--- config.mk ---
export PLATFORM = sky130hd
export DESIGN_NAME = pll_mode_and_lock_control
export DESIGN_NICKNAME = d
export VERILOG_FILES = /design/src/hw/pll_pkg.sv /design/src/hw/pll_freq_meter.sv /design/src/hw/pll_mode_and_lock_control.sv
export VERILOG_INCLUDE_DIRS = /design/src /design/src/hw
export SDC_FILE = /design/constraint.sdc
export NUM_CORES = 1
export LEC_CHECK = 0
export BUFFER_PORTS_ARGS = -buffer_cell sky130_fd_sc_hd__buf_2
export CAP_MARGIN = 25
export CORE_MARGIN = 2
export CORE_UTILIZATION = 50
export DETAILED_ROUTE_END_ITERATION = 10
export PLACE_DENSITY_LB_ADDON = 0.15
export SKIP_CTS_REPAIR_TIMING = 1
export SYNTH_ARGS = -nofsm -noshare
export SYNTH_HDL_FRONTEND = slang
export SYNTH_SLANG_ARGS = --single-unit
--- constraint.sdc ---
create_clock -name clk -period 3.09 [get_ports clk]
set_input_delay 0.618 -clock clk [delete_from_list [all_inputs] [get_ports clk]]
set_output_delay 0.618 -clock clk [all_outputs]
set_load 0.01 [all_outputs]
--- src/hw/pll_params.svh ---
// Constants for the synthesizer mode and lock control block
`ifndef PLL_PARAMS_SVH
`define PLL_PARAMS_SVH
// Register indices; byte address is four times the index
`define IDX_CTRL 8'h1C
`define IDX_BAND 8'h1D
`define IDX_PROG 8'h1E
// Control register bit positions
`define CTRL_IRQ_EN 7
`define CTRL_FLAG 6
`define CTRL_PWR 5
`define CTRL_BSEL 4
`define CTRL_LOW_ONES 4'hF
// Bandwidth register bit positions
`define BAND_AUTO 7
`define BAND_LOCK 6
`define BAND_TRACK 5
// Program register fields and reset value
`define PROG_N_HI 7
`define PROG_N_LO 4
`define PROG_L_HI 3
`define PROG_L_LO 0
`define PROG_RESET 8'h00
`define BAND_RESET_AUTO 1'b0
// Nominal range unit in Hz, and divide of selected clock to bus rate
`define F_NOM_HZ 4915200
`define BUS_DIV_LAST 2'h3
// Frequency meter: window of reference edges, tolerances in counts
`define REF_WINDOW 8'h40
`define TOL_TRACK 8'h02
`define TOL_UNTRACK 8'h04
`define TOL_LOCK 8'h01
`define TOL_UNLOCK 8'h03
// AXI response codes
`define RESP_OKAY 2'h0
`define RESP_SLVERR 2'h2
`endif

--- src/hw/pll_pkg.sv ---
// Types shared by the synthesizer control block
`default_nettype none
package pll_pkg;
    typedef struct packed {
        logic [9:0]  awaddr;
        logic        awvalid;
        logic [31:0] wdata;
        logic [3:0]  wstrb;
        logic        wvalid;
        logic        bready;
        logic [9:0]  araddr;
        logic        arvalid;
        logic        rready;
    } axi_req_t;
    typedef struct packed {
        logic        awready;
        logic        wready;
        logic [1:0]  bresp;
        logic        bvalid;
        logic        arready;
        logic [31:0] rdata;
        logic [1:0]  rresp;
        logic        rvalid;
    } axi_rsp_t;
    typedef enum logic [1:0] {
        PD_IDLE = 2'b00,
        PD_UP   = 2'b01,
        PD_DOWN = 2'b10
    } pd_state_t;
endpackage
`default_nettype wire

--- src/hw/pll_freq_meter.sv ---
// Counts feedback edges over a fixed window of reference edges
`include "pll_params.svh"
`default_nettype none
module pll_freq_meter (
    input  wire logic       clk,
    input  wire logic       rst_n,
    input  wire logic       run,
    input  wire logic       ref_edge,
    input  wire logic       fb_edge,
    output logic [7:0]      fb_count,
    output logic            done
);
    logic [7:0] ref_cnt;
    logic [7:0] fb_cnt;
    wire        win_end = run & ref_edge & (ref_cnt == `REF_WINDOW - 8'h01);
    wire [7:0]  fb_inc  = (fb_cnt == 8'hFF) ? fb_cnt : fb_cnt + 8'h01;

    // ---------------------------------------------------------------
    // Window counters
    // ---------------------------------------------------------------
    // Saturating feedback count, so a runaway oscillator cannot wrap into range
    always_ff @(posedge clk or negedge rst_n) begin
        if (!rst_n) begin
            ref_cnt  <= 8'h00;
            fb_cnt   <= 8'h00;
            fb_count <= 8'h00;
            done     <= 1'b0;
        end else if (!run) begin
            ref_cnt <= 8'h00;
            fb_cnt  <= 8'h00;
            done    <= 1'b0;
        end else begin
            done <= win_end;
            if (win_end) begin
                fb_count <= fb_edge ? fb_inc : fb_cnt;
                ref_cnt  <= 8'h00;
                fb_cnt   <= 8'h00;
            end else begin
                if (ref_edge) ref_cnt <= ref_cnt + 8'h01;
                if (fb_edge) fb_cnt <= fb_inc;
            end
        end
    end
endmodule
`default_nettype wire

--- src/hw/pll_mode_and_lock_control.sv ---
// Digital control of the frequency synthesizer: divider, phase, lock, registers
`include "pll_params.svh"
`default_nettype none
// Contract
// - Feedback clock is the oscillator clock divided by field N; the code toggles it once per N oscillator edges, a divide by 2N.
// - Phase compare issues up or down pulse sized by phase difference.
// - Mode and lock are judged from feedback versus reference frequency.
// - Filter-mode bit zero means acquisition, allowing large corrections.
// - Tracking mode whenever not acquiring or filter-mode bit is one.
// - Automatic setting one lets hardware switch acquisition and tracking.
// - Auto: filter-mode bit read-only, set within track, cleared beyond untrack.
// - Auto: settled bit read-only, set within lock, cleared beyond unlock.
// - Interrupt request when enable set and settled bit toggles.
// - Manual: filter-mode bit written by software selects the mode.
// - Manual: settled bit and all interrupt requests are suppressed.
// - Oscillator runs at four times bus rate; software picks N.
// - Program register holds N in upper nibble, L in lower.
// - Divider field zero behaves exactly as one.
// - Range field zero disables synth and blocks its selection.
// - Centre frequency is L times the nominal unit.
// - Change flag sets on settled toggle, clears on control read.
// - Source select forced zero while off or range field zero.
// - Program register ignores writes while power-on bit is one.
module pll_mode_and_lock_control (
    input  wire logic              clk,
    input  wire logic              rst_n,
    input  wire pll_pkg::axi_req_t axi_req,
    output pll_pkg::axi_rsp_t      axi_rsp,
    input  wire logic              osc_output_clock,
    input  wire logic              buffered_reference_clock,
    output logic                   feedback_divided_clock,
    output logic                   pump_up,
    output logic                   pump_down,
    output logic                   synth_enable,
    output logic                   filter_track_mode,
    output logic [3:0]             range_multiplier_field,
    output logic                   base_source_select,
    output logic                   bus_tick,
    output logic                   settle_irq_request
);
    // ---------------------------------------------------------------
    // State
    // ---------------------------------------------------------------
    logic             settle_irq_enable;
    logic             settle_change_flag;
    logic             synth_power_on;
    logic             auto_bw;
    logic             settled;
    logic             filter_track_select;
    logic [7:0]       synth_program_reg;
    logic             osc_prev;
    logic             ref_prev;
    logic [3:0]       div_cnt;
    logic             fb_edge;
    logic [1:0]       bus_cnt;
    logic             bvalid;
    logic [1:0]       bresp;
    logic             rvalid;
    logic [31:0]      rdata;
    logic [1:0]       rresp;
    logic [7:0]       fb_count;
    logic             meas_done;
    pll_pkg::pd_state_t pd_state;
    pll_pkg::pd_state_t next_pd_state;

    // ---------------------------------------------------------------
    // Field decode and edge detection
    // ---------------------------------------------------------------
    wire [3:0] n_field = synth_program_reg[`PROG_N_HI:`PROG_N_LO];
    wire [3:0] l_field = synth_program_reg[`PROG_L_HI:`PROG_L_LO];
    wire [3:0] n_eff   = (n_field == 4'h0) ? 4'h1 : n_field;
    wire synth_active  = synth_power_on & (l_field != 4'h0);
    wire osc_edge      = osc_output_clock & ~osc_prev;
    wire ref_edge      = buffered_reference_clock & ~ref_prev;
    wire div_wrap      = osc_edge & (div_cnt >= n_eff - 4'h1);

    // ---------------------------------------------------------------
    // Register bus decode
    // ---------------------------------------------------------------
    wire       wr_fire  = axi_req.awvalid & axi_req.wvalid & ~bvalid;
    wire [7:0] wr_idx   = axi_req.awaddr[9:2];
    wire       wr_map   = (wr_idx == `IDX_CTRL) | (wr_idx == `IDX_BAND)
                        | (wr_idx == `IDX_PROG);
    wire       wr_lane  = wr_fire & axi_req.wstrb[0];
    wire       wr_ctrl  = wr_lane & (wr_idx == `IDX_CTRL);
    wire       wr_band  = wr_lane & (wr_idx == `IDX_BAND);
    wire       wr_prog  = wr_lane & (wr_idx == `IDX_PROG) & ~synth_power_on;
    wire [7:0] wd       = axi_req.wdata[7:0];
    wire       rd_fire  = axi_req.arvalid & ~rvalid;
    wire [7:0] rd_idx   = axi_req.araddr[9:2];
    wire       rd_ctrl  = rd_fire & (rd_idx == `IDX_CTRL);

    // ---------------------------------------------------------------
    // Control register write effects
    // ---------------------------------------------------------------
    // Power cannot drop while the synth drives the base clock, and
    // power and source may not flip in one write, so a glitch-free
    // hand-over in the clock selector is always possible.
    wire next_power  = base_source_select ? 1'b1 : wd[`CTRL_PWR];
    wire bsel_legal  = synth_active & (wd[`CTRL_PWR] == synth_power_on);
    wire next_bsel_w = bsel_legal ? wd[`CTRL_BSEL] : base_source_select;

    // ---------------------------------------------------------------
    // Lock detector decisions
    // ---------------------------------------------------------------
    // feedback versus reference count
    wire [7:0] freq_err = (fb_count > `REF_WINDOW) ? fb_count - `REF_WINDOW
                                                   : `REF_WINDOW - fb_count;
    wire meas_ok   = meas_done & auto_bw;
    wire trk_set   = meas_ok & (freq_err <= `TOL_TRACK);
    wire trk_clr   = meas_ok & (freq_err > `TOL_UNTRACK);
    wire lock_set  = meas_ok & (freq_err <= `TOL_LOCK);
    wire lock_clr  = meas_ok & (freq_err > `TOL_UNLOCK);
    wire next_settled = (auto_bw & synth_active)
                      & (lock_set | (settled & ~lock_clr));
    wire settle_toggle = next_settled != settled;

    // ---------------------------------------------------------------
    // Frequency meter
    // ---------------------------------------------------------------
    // window count
    pll_freq_meter u_meter (
        .clk      (clk),
        .rst_n    (rst_n),
        .run      (synth_active & auto_bw),
        .ref_edge (ref_edge),
        .fb_edge  (fb_edge),
        .fb_count (fb_count),
        .done     (meas_done)
    );

    // ---------------------------------------------------------------
    // Input sampling, feedback divider and bus rate divider
    // ---------------------------------------------------------------
    // modulo divider on oscillator edges
    always_ff @(posedge clk or negedge rst_n) begin
        if (!rst_n) begin
            osc_prev               <= 1'b0;
            ref_prev               <= 1'b0;
            div_cnt                <= 4'h0;
            fb_edge                <= 1'b0;
            feedback_divided_clock <= 1'b0;
        end else begin
            osc_prev <= osc_output_clock;
            ref_prev <= buffered_reference_clock;
            fb_edge  <= div_wrap & synth_active;
            if (!synth_active) div_cnt <= 4'h0;
            else if (div_wrap) div_cnt <= 4'h0;
            else if (osc_edge) div_cnt <= div_cnt + 4'h1;
            if (div_wrap & synth_active)
                feedback_divided_clock <= ~feedback_divided_clock;
        end
    end

    // bus rate is selected source over four
    always_ff @(posedge clk or negedge rst_n) begin
        if (!rst_n) begin
            bus_cnt  <= 2'h0;
            bus_tick <= 1'b0;
        end else begin
            bus_tick <= 1'b0;
            if (base_source_select ? osc_edge : ref_edge) begin
                bus_cnt  <= bus_cnt + 2'h1;
                bus_tick <= (bus_cnt == `BUS_DIV_LAST);
            end
        end
    end

    // ---------------------------------------------------------------
    // Phase detector
    // ---------------------------------------------------------------
    // pulse lasts from leading edge to lagging edge
    always_comb begin
        next_pd_state = pd_state;
        unique case (pd_state)
            pll_pkg::PD_IDLE: begin
                if (ref_edge & ~fb_edge) next_pd_state = pll_pkg::PD_UP;
                else if (fb_edge & ~ref_edge) next_pd_state = pll_pkg::PD_DOWN;
            end
            pll_pkg::PD_UP: begin
                if (fb_edge) next_pd_state = pll_pkg::PD_IDLE;
            end
            pll_pkg::PD_DOWN: begin
                if (ref_edge) next_pd_state = pll_pkg::PD_IDLE;
            end
            default: next_pd_state = pll_pkg::PD_IDLE;
        endcase
        if (!synth_active) next_pd_state = pll_pkg::PD_IDLE;
    end

    always_ff @(posedge clk or negedge rst_n) begin
        if (!rst_n) pd_state <= pll_pkg::PD_IDLE;
        else pd_state <= next_pd_state;
    end

    assign pump_up   = pd_state == pll_pkg::PD_UP;
    assign pump_down = pd_state == pll_pkg::PD_DOWN;

    // ---------------------------------------------------------------
    // Control register
    // ---------------------------------------------------------------
    always_ff @(posedge clk or negedge rst_n) begin
        if (!rst_n) begin
            settle_irq_enable  <= 1'b0;
            synth_power_on     <= 1'b0;
            base_source_select <= 1'b0;
        end else begin
            if (wr_ctrl) begin
                // enable held low in manual mode
                settle_irq_enable  <= wd[`CTRL_IRQ_EN] & auto_bw;
                synth_power_on     <= next_power;
                base_source_select <= next_bsel_w & synth_active;
            end else if (!auto_bw) begin
                settle_irq_enable <= 1'b0;
            end
            if (!synth_active) base_source_select <= 1'b0;
        end
    end

    // set wins over the read clear
    always_ff @(posedge clk or negedge rst_n) begin
        if (!rst_n) settle_change_flag <= 1'b0;
        else if (!auto_bw) settle_change_flag <= 1'b0;
        else if (settle_toggle) settle_change_flag <= 1'b1;
        else if (rd_ctrl) settle_change_flag <= 1'b0;
    end

    // ---------------------------------------------------------------
    // Bandwidth register and filter mode
    // ---------------------------------------------------------------
    always_ff @(posedge clk or negedge rst_n) begin
        if (!rst_n) begin
            auto_bw             <= `BAND_RESET_AUTO;
            filter_track_select <= 1'b0;
            settled             <= 1'b0;
        end else begin
            if (wr_band) auto_bw <= wd[`BAND_AUTO];
            settled <= next_settled;
            if (auto_bw) begin
                if (!synth_active) filter_track_select <= 1'b0;
                else if (trk_set) filter_track_select <= 1'b1;
                else if (trk_clr) filter_track_select <= 1'b0;
            end else if (wr_band) begin
                filter_track_select <= wd[`BAND_TRACK];
            end
        end
    end

    // tracking whenever the bit is one
    assign filter_track_mode = filter_track_select;
    assign synth_enable      = synth_active;
    // centre frequency is L times the nominal unit
    assign range_multiplier_field = l_field;
    assign settle_irq_request = settle_change_flag & settle_irq_enable & auto_bw;

    // ---------------------------------------------------------------
    // Program register
    // ---------------------------------------------------------------
    // N high nibble, L low nibble
    always_ff @(posedge clk or negedge rst_n) begin
        if (!rst_n) synth_program_reg <= `PROG_RESET;
        else if (wr_prog) synth_program_reg <= wd;
    end

    // ---------------------------------------------------------------
    // AXI4-Lite slave
    // ---------------------------------------------------------------
    // Address and data are taken together; unmapped offsets get SLVERR
    wire [7:0] ctrl_rd = {settle_irq_enable, settle_change_flag & auto_bw,
                          synth_power_on, base_source_select, `CTRL_LOW_ONES};
    wire [7:0] band_rd = {auto_bw, settled & auto_bw, filter_track_select, 5'h00};
    wire       rd_map  = (rd_idx == `IDX_CTRL) | (rd_idx == `IDX_BAND)
                       | (rd_idx == `IDX_PROG);
    wire [7:0] rd_mux  = (rd_idx == `IDX_CTRL) ? ctrl_rd
                       : (rd_idx == `IDX_BAND) ? band_rd
                       : (rd_idx == `IDX_PROG) ? synth_program_reg : 8'h00;

    always_ff @(posedge clk or negedge rst_n) begin
        if (!rst_n) begin
            bvalid <= 1'b0;
            bresp  <= `RESP_OKAY;
        end else if (wr_fire) begin
            bvalid <= 1'b1;
            bresp  <= wr_map ? `RESP_OKAY : `RESP_SLVERR;
        end else if (axi_req.bready) begin
            bvalid <= 1'b0;
        end
    end

    always_ff @(posedge clk or negedge rst_n) begin
        if (!rst_n) begin
            rvalid <= 1'b0;
            rdata  <= 32'h0000_0000;
            rresp  <= `RESP_OKAY;
        end else if (rd_fire) begin
            rvalid <= 1'b1;
            rdata  <= {24'h00_0000, rd_mux};
            rresp  <= rd_map ? `RESP_OKAY : `RESP_SLVERR;
        end else if (axi_req.rready) begin
            rvalid <= 1'b0;
        end
    end

    assign axi_rsp.awready = wr_fire;
    assign axi_rsp.wready  = wr_fire;
    assign axi_rsp.bvalid  = bvalid;
    assign axi_rsp.bresp   = bresp;
    assign axi_rsp.arready = rd_fire;
    assign axi_rsp.rvalid  = rvalid;
    assign axi_rsp.rdata   = rdata;
    assign axi_rsp.rresp   = rresp;
endmodule
`default_nettype wire

==> impl_metrics.ini <==
[run_status]
status = finished clean

[floorplan]
die_y_um = 90.53
chipWidth_um = 90.53
initial_core_util = 0.5161
die-area_um2 = 8196
core_um2 = 7253
ioPinCount = 118
rows = 31

[timing]
hold_violations = 0
setup_viol = 0
fin_setup_tns_ns = 0
min_period_over_period = 0.8299
rsz0062_at_grt = false
fmax_mhz = 390.0
layout_min_cycle_time_ns = 2.564
fin_skew_ns = 0.01197
max_slew_margin = 0.3440
slew_viol_final = 0
worstMarginPinSlew_ns = 0.9688

[final_layout]
diodes = 0
fin_nets = 534
area_growth_syn_to_layout_pct = 13.57
multiInputGateArea_um2 = 1839
fin_util = 0.5862
final-seq-area_um2 = 1627
drive_gt1_frac = 0.2113
fillers = 679
stdcell_count = 558

[global_routing]
grt_start_max_net_pins = 66
grt_pass1_wl_mm = 12.20
grt-ovfl-total = 0
grt_usage = 0.1821
antenna_found_initial = 0
grt_pass1_vias = 2625

[placement]
io_buffers = 60
placed_cells = 542
place.gp.congestion = 0.7875
hpwl_mm = 5.378

[worst_setup_path]
required_ns = 3.29
crit_type = flop to flop
worstPathMaxFanout = 7
critPathArrivalTime_ns = 2.77
worst-r2r-setup-slack_ns = 0.53
r2r_cells = 9
start_kind = flop
r2r_start = synth_program_reg[6]$_DFFE_PN0P_
end_kind = flop
rr_endpoint = feedback_divided_clock$_DFFE_PN0P_

[synth]
ys_types = 52
synth_edf_count = 0
ys.flop_type = dfrtp_1
syn-cell-area_um2 = 3744
yosysSeqAreaShare = 0.4345
async_flop_share = 1.000
netlist_instances = 398
ys_ff_latch = 65
syn_avg_cell_area_um2 = 9.406
ys_warn_count = 0

[power]
ir_drop_mv = 0.2473
cellLeakagePower_nw = 2.024
p_per_area_nw_per_um2 = 459.4
power.total_mw = 1.953

[routing]
drtAntennaViolNets = 0
drtIter0Drc = 108
routed_wl_mm = 7.188
drt_pre_antenna_iters = 4
wl_per_cell_um = 12.88
drc = 0
dr_total_vias = 2902
vias_per_cell = 5.201

[clock_tree]
cts.htree.levels = 3
numCtsBuffers = 9
clock_path_buffers = 2
cts_tree = built
root_buffer = clkbuf_8
clkLatencyLatePin_ns = 0.34
path_clk_slew_ns = 0.08
cts_sinks = 65

[hold_path]
hold_class = primary input to asynchronous set/reset pin

[job]
maxCapViolations = 0
-- where the power goes --
group / switching (mW) / leakage, nW / total [mW] / internal (mW)
combinational: 0.0931 / 1.02 / 0.158 / 0.0645
sequential: 0.0169 / 0.887 / 0.897 / 0.880
clock: 0.338 / 0.119 / 0.898 / 0.561
total: 0.448 / 2.02 / 1.95 / 1.51
-- area by class of cell --
cell class                      instances  share of cell area
Clock buffer                           10             0.03237
Clock inverter                          6             0.02678
Inverter                               18             0.01589
Multi-Input combinational cell        296              0.4326
Sequential cell                        65              0.3826
Tap cell                               99             0.02913
Timing Repair Buffer                   64             0.08064
-- cells in the mapped netlist (all sizes together) (3+ instances only) --
master / count / share of area
dfrtp: 65 / 0.43
nand2: 44 / 0.044
buf: 36 / 0.073
o21ai: 32 / 0.043
nor2: 22 / 0.022
inv: 18 / 0.018
nand3: 18 / 0.024
a21oi: 16 / 0.021
ha: 15 / 0.050
nor3: 14 / 0.019
nor2b: 12 / 0.020
mux2: 10 / 0.037
o31ai: 9 / 0.018
clkbuf: 8 / 0.0080
mux2i: 8 / 0.021
nor3b: 7 / 0.015
and3: 6 / 0.010
nand2b: 6 / 0.010
xor2: 6 / 0.014
nand4: 5 / 0.0084
xnor2: 4 / 0.0094
a21o: 3 / 0.0060
a31oi: 3 / 0.0050
nand4b: 3 / 0.0070
-- worst max-delay path, cell delays in order, from the launching register on --
cell and delay, ns:
dfrtp_1 0.44, nor3_1 0.21, nor2_1 0.09, ha_1 0.29, ha_1 0.27, a21o_1 0.15, a21o_1 0.16, a21oi_1 0.44
nor3_1 0.18, xor2_1 0.18
-- worst max-delay path by stage --
stage	startpoint	to	slack, ns	depth (start not counted)
2_1_floorplan	axi_req[58]	synth_program_reg[0]$_DFFE_PN0P_	0.77	5
3_3_place_gp	synth_program_reg[6]$_DFFE_PN0P_	feedback_divided_clock$_DFFE_PN0P_	0.60	9
3_5_place_dp	synth_program_reg[6]$_DFFE_PN0P_	feedback_divided_clock$_DFFE_PN0P_	0.54	9
4_1_cts	synth_program_reg[6]$_DFFE_PN0P_	feedback_divided_clock$_DFFE_PN0P_	0.52	9
5_1_grt	synth_program_reg[6]$_DFFE_PN0P_	feedback_divided_clock$_DFFE_PN0P_	0.28	9
6_report	synth_program_reg[6]$_DFFE_PN0P_	feedback_divided_clock$_DFFE_PN0P_	0.53	9
-- kinds of logic (layout without fill, tap and decap cells) --
group / count (synthesis) / in the layout / share of synthesized area
compound gates: 76 / 76 / 0.1227
mux: 18 / 18 / 0.05849
other cells: 1 / 26 / 0.001002
fa+ha+maj: 15 / 15 / 0.05013
buf+inv: 62 / 98 / 0.09926
flops: 65 / 65 / 0.4345
simple gates: 151 / 151 / 0.2106
xor+xnor: 10 / 10 / 0.02339
-- cells in the final DEF (no fill, tap or decap), types with 2 or more instances in the layout --
cell type   Yosys  final
nor4b_1         2      2
clkinvlp_4      0      2
nor2b_1        12     12
mux2_4          7      7
buf_2           0     60
nor3_1         14     14
a21oi_1        16     16
nor3b_1         6      6
nand2b_1        6      6
a21o_1          3      3
o21ai_0        32     32
o31a_1          2      2
conb_1          1     26
xor2_1          6      6
bufinv_16       0      3
nor2_1         22     22
xnor2_1         4      4
nand4_1         5      5
dfrtp_1        65     65
nand4b_1        3      3
o31ai_1         9      9
a31oi_1         3      3
nand2_1        44     44
and3_1          6      6
ha_1           15     15
clkbuf_8        0     10
inv_1          18     18
mux2_2          3      3
nand3_1        18     18
or2_2           2      2
mux2i_1         8      8
buf_4          35      3
-- stage by stage --
step / area, um^2 / setup WS (ns) / hold slack (ns)
global route: 4252 / 0.2842 / 0.3172
floorplan: 3837 / 0.7664 / 0.3224
detailed placement: 4000 / 0.5401 / 0.4616
global placement: 4000 / 0.5956 / 0.4552
finish: 4252 / 0.5257 / 0.2799
CTS: 4252 / 0.5163 / 0.2959
-- layer usage --
layer	GRT usage	part of all wire	up-vias
met2	0.2929	0.47	64
met3	0.03506	0.038	12
met1	0.2469	0.47	1380
li1	-	-	1446
met4	0.06282	0.016	0
met5	0	0	-
Note: power is estimated with default switching activity, not from simulation.
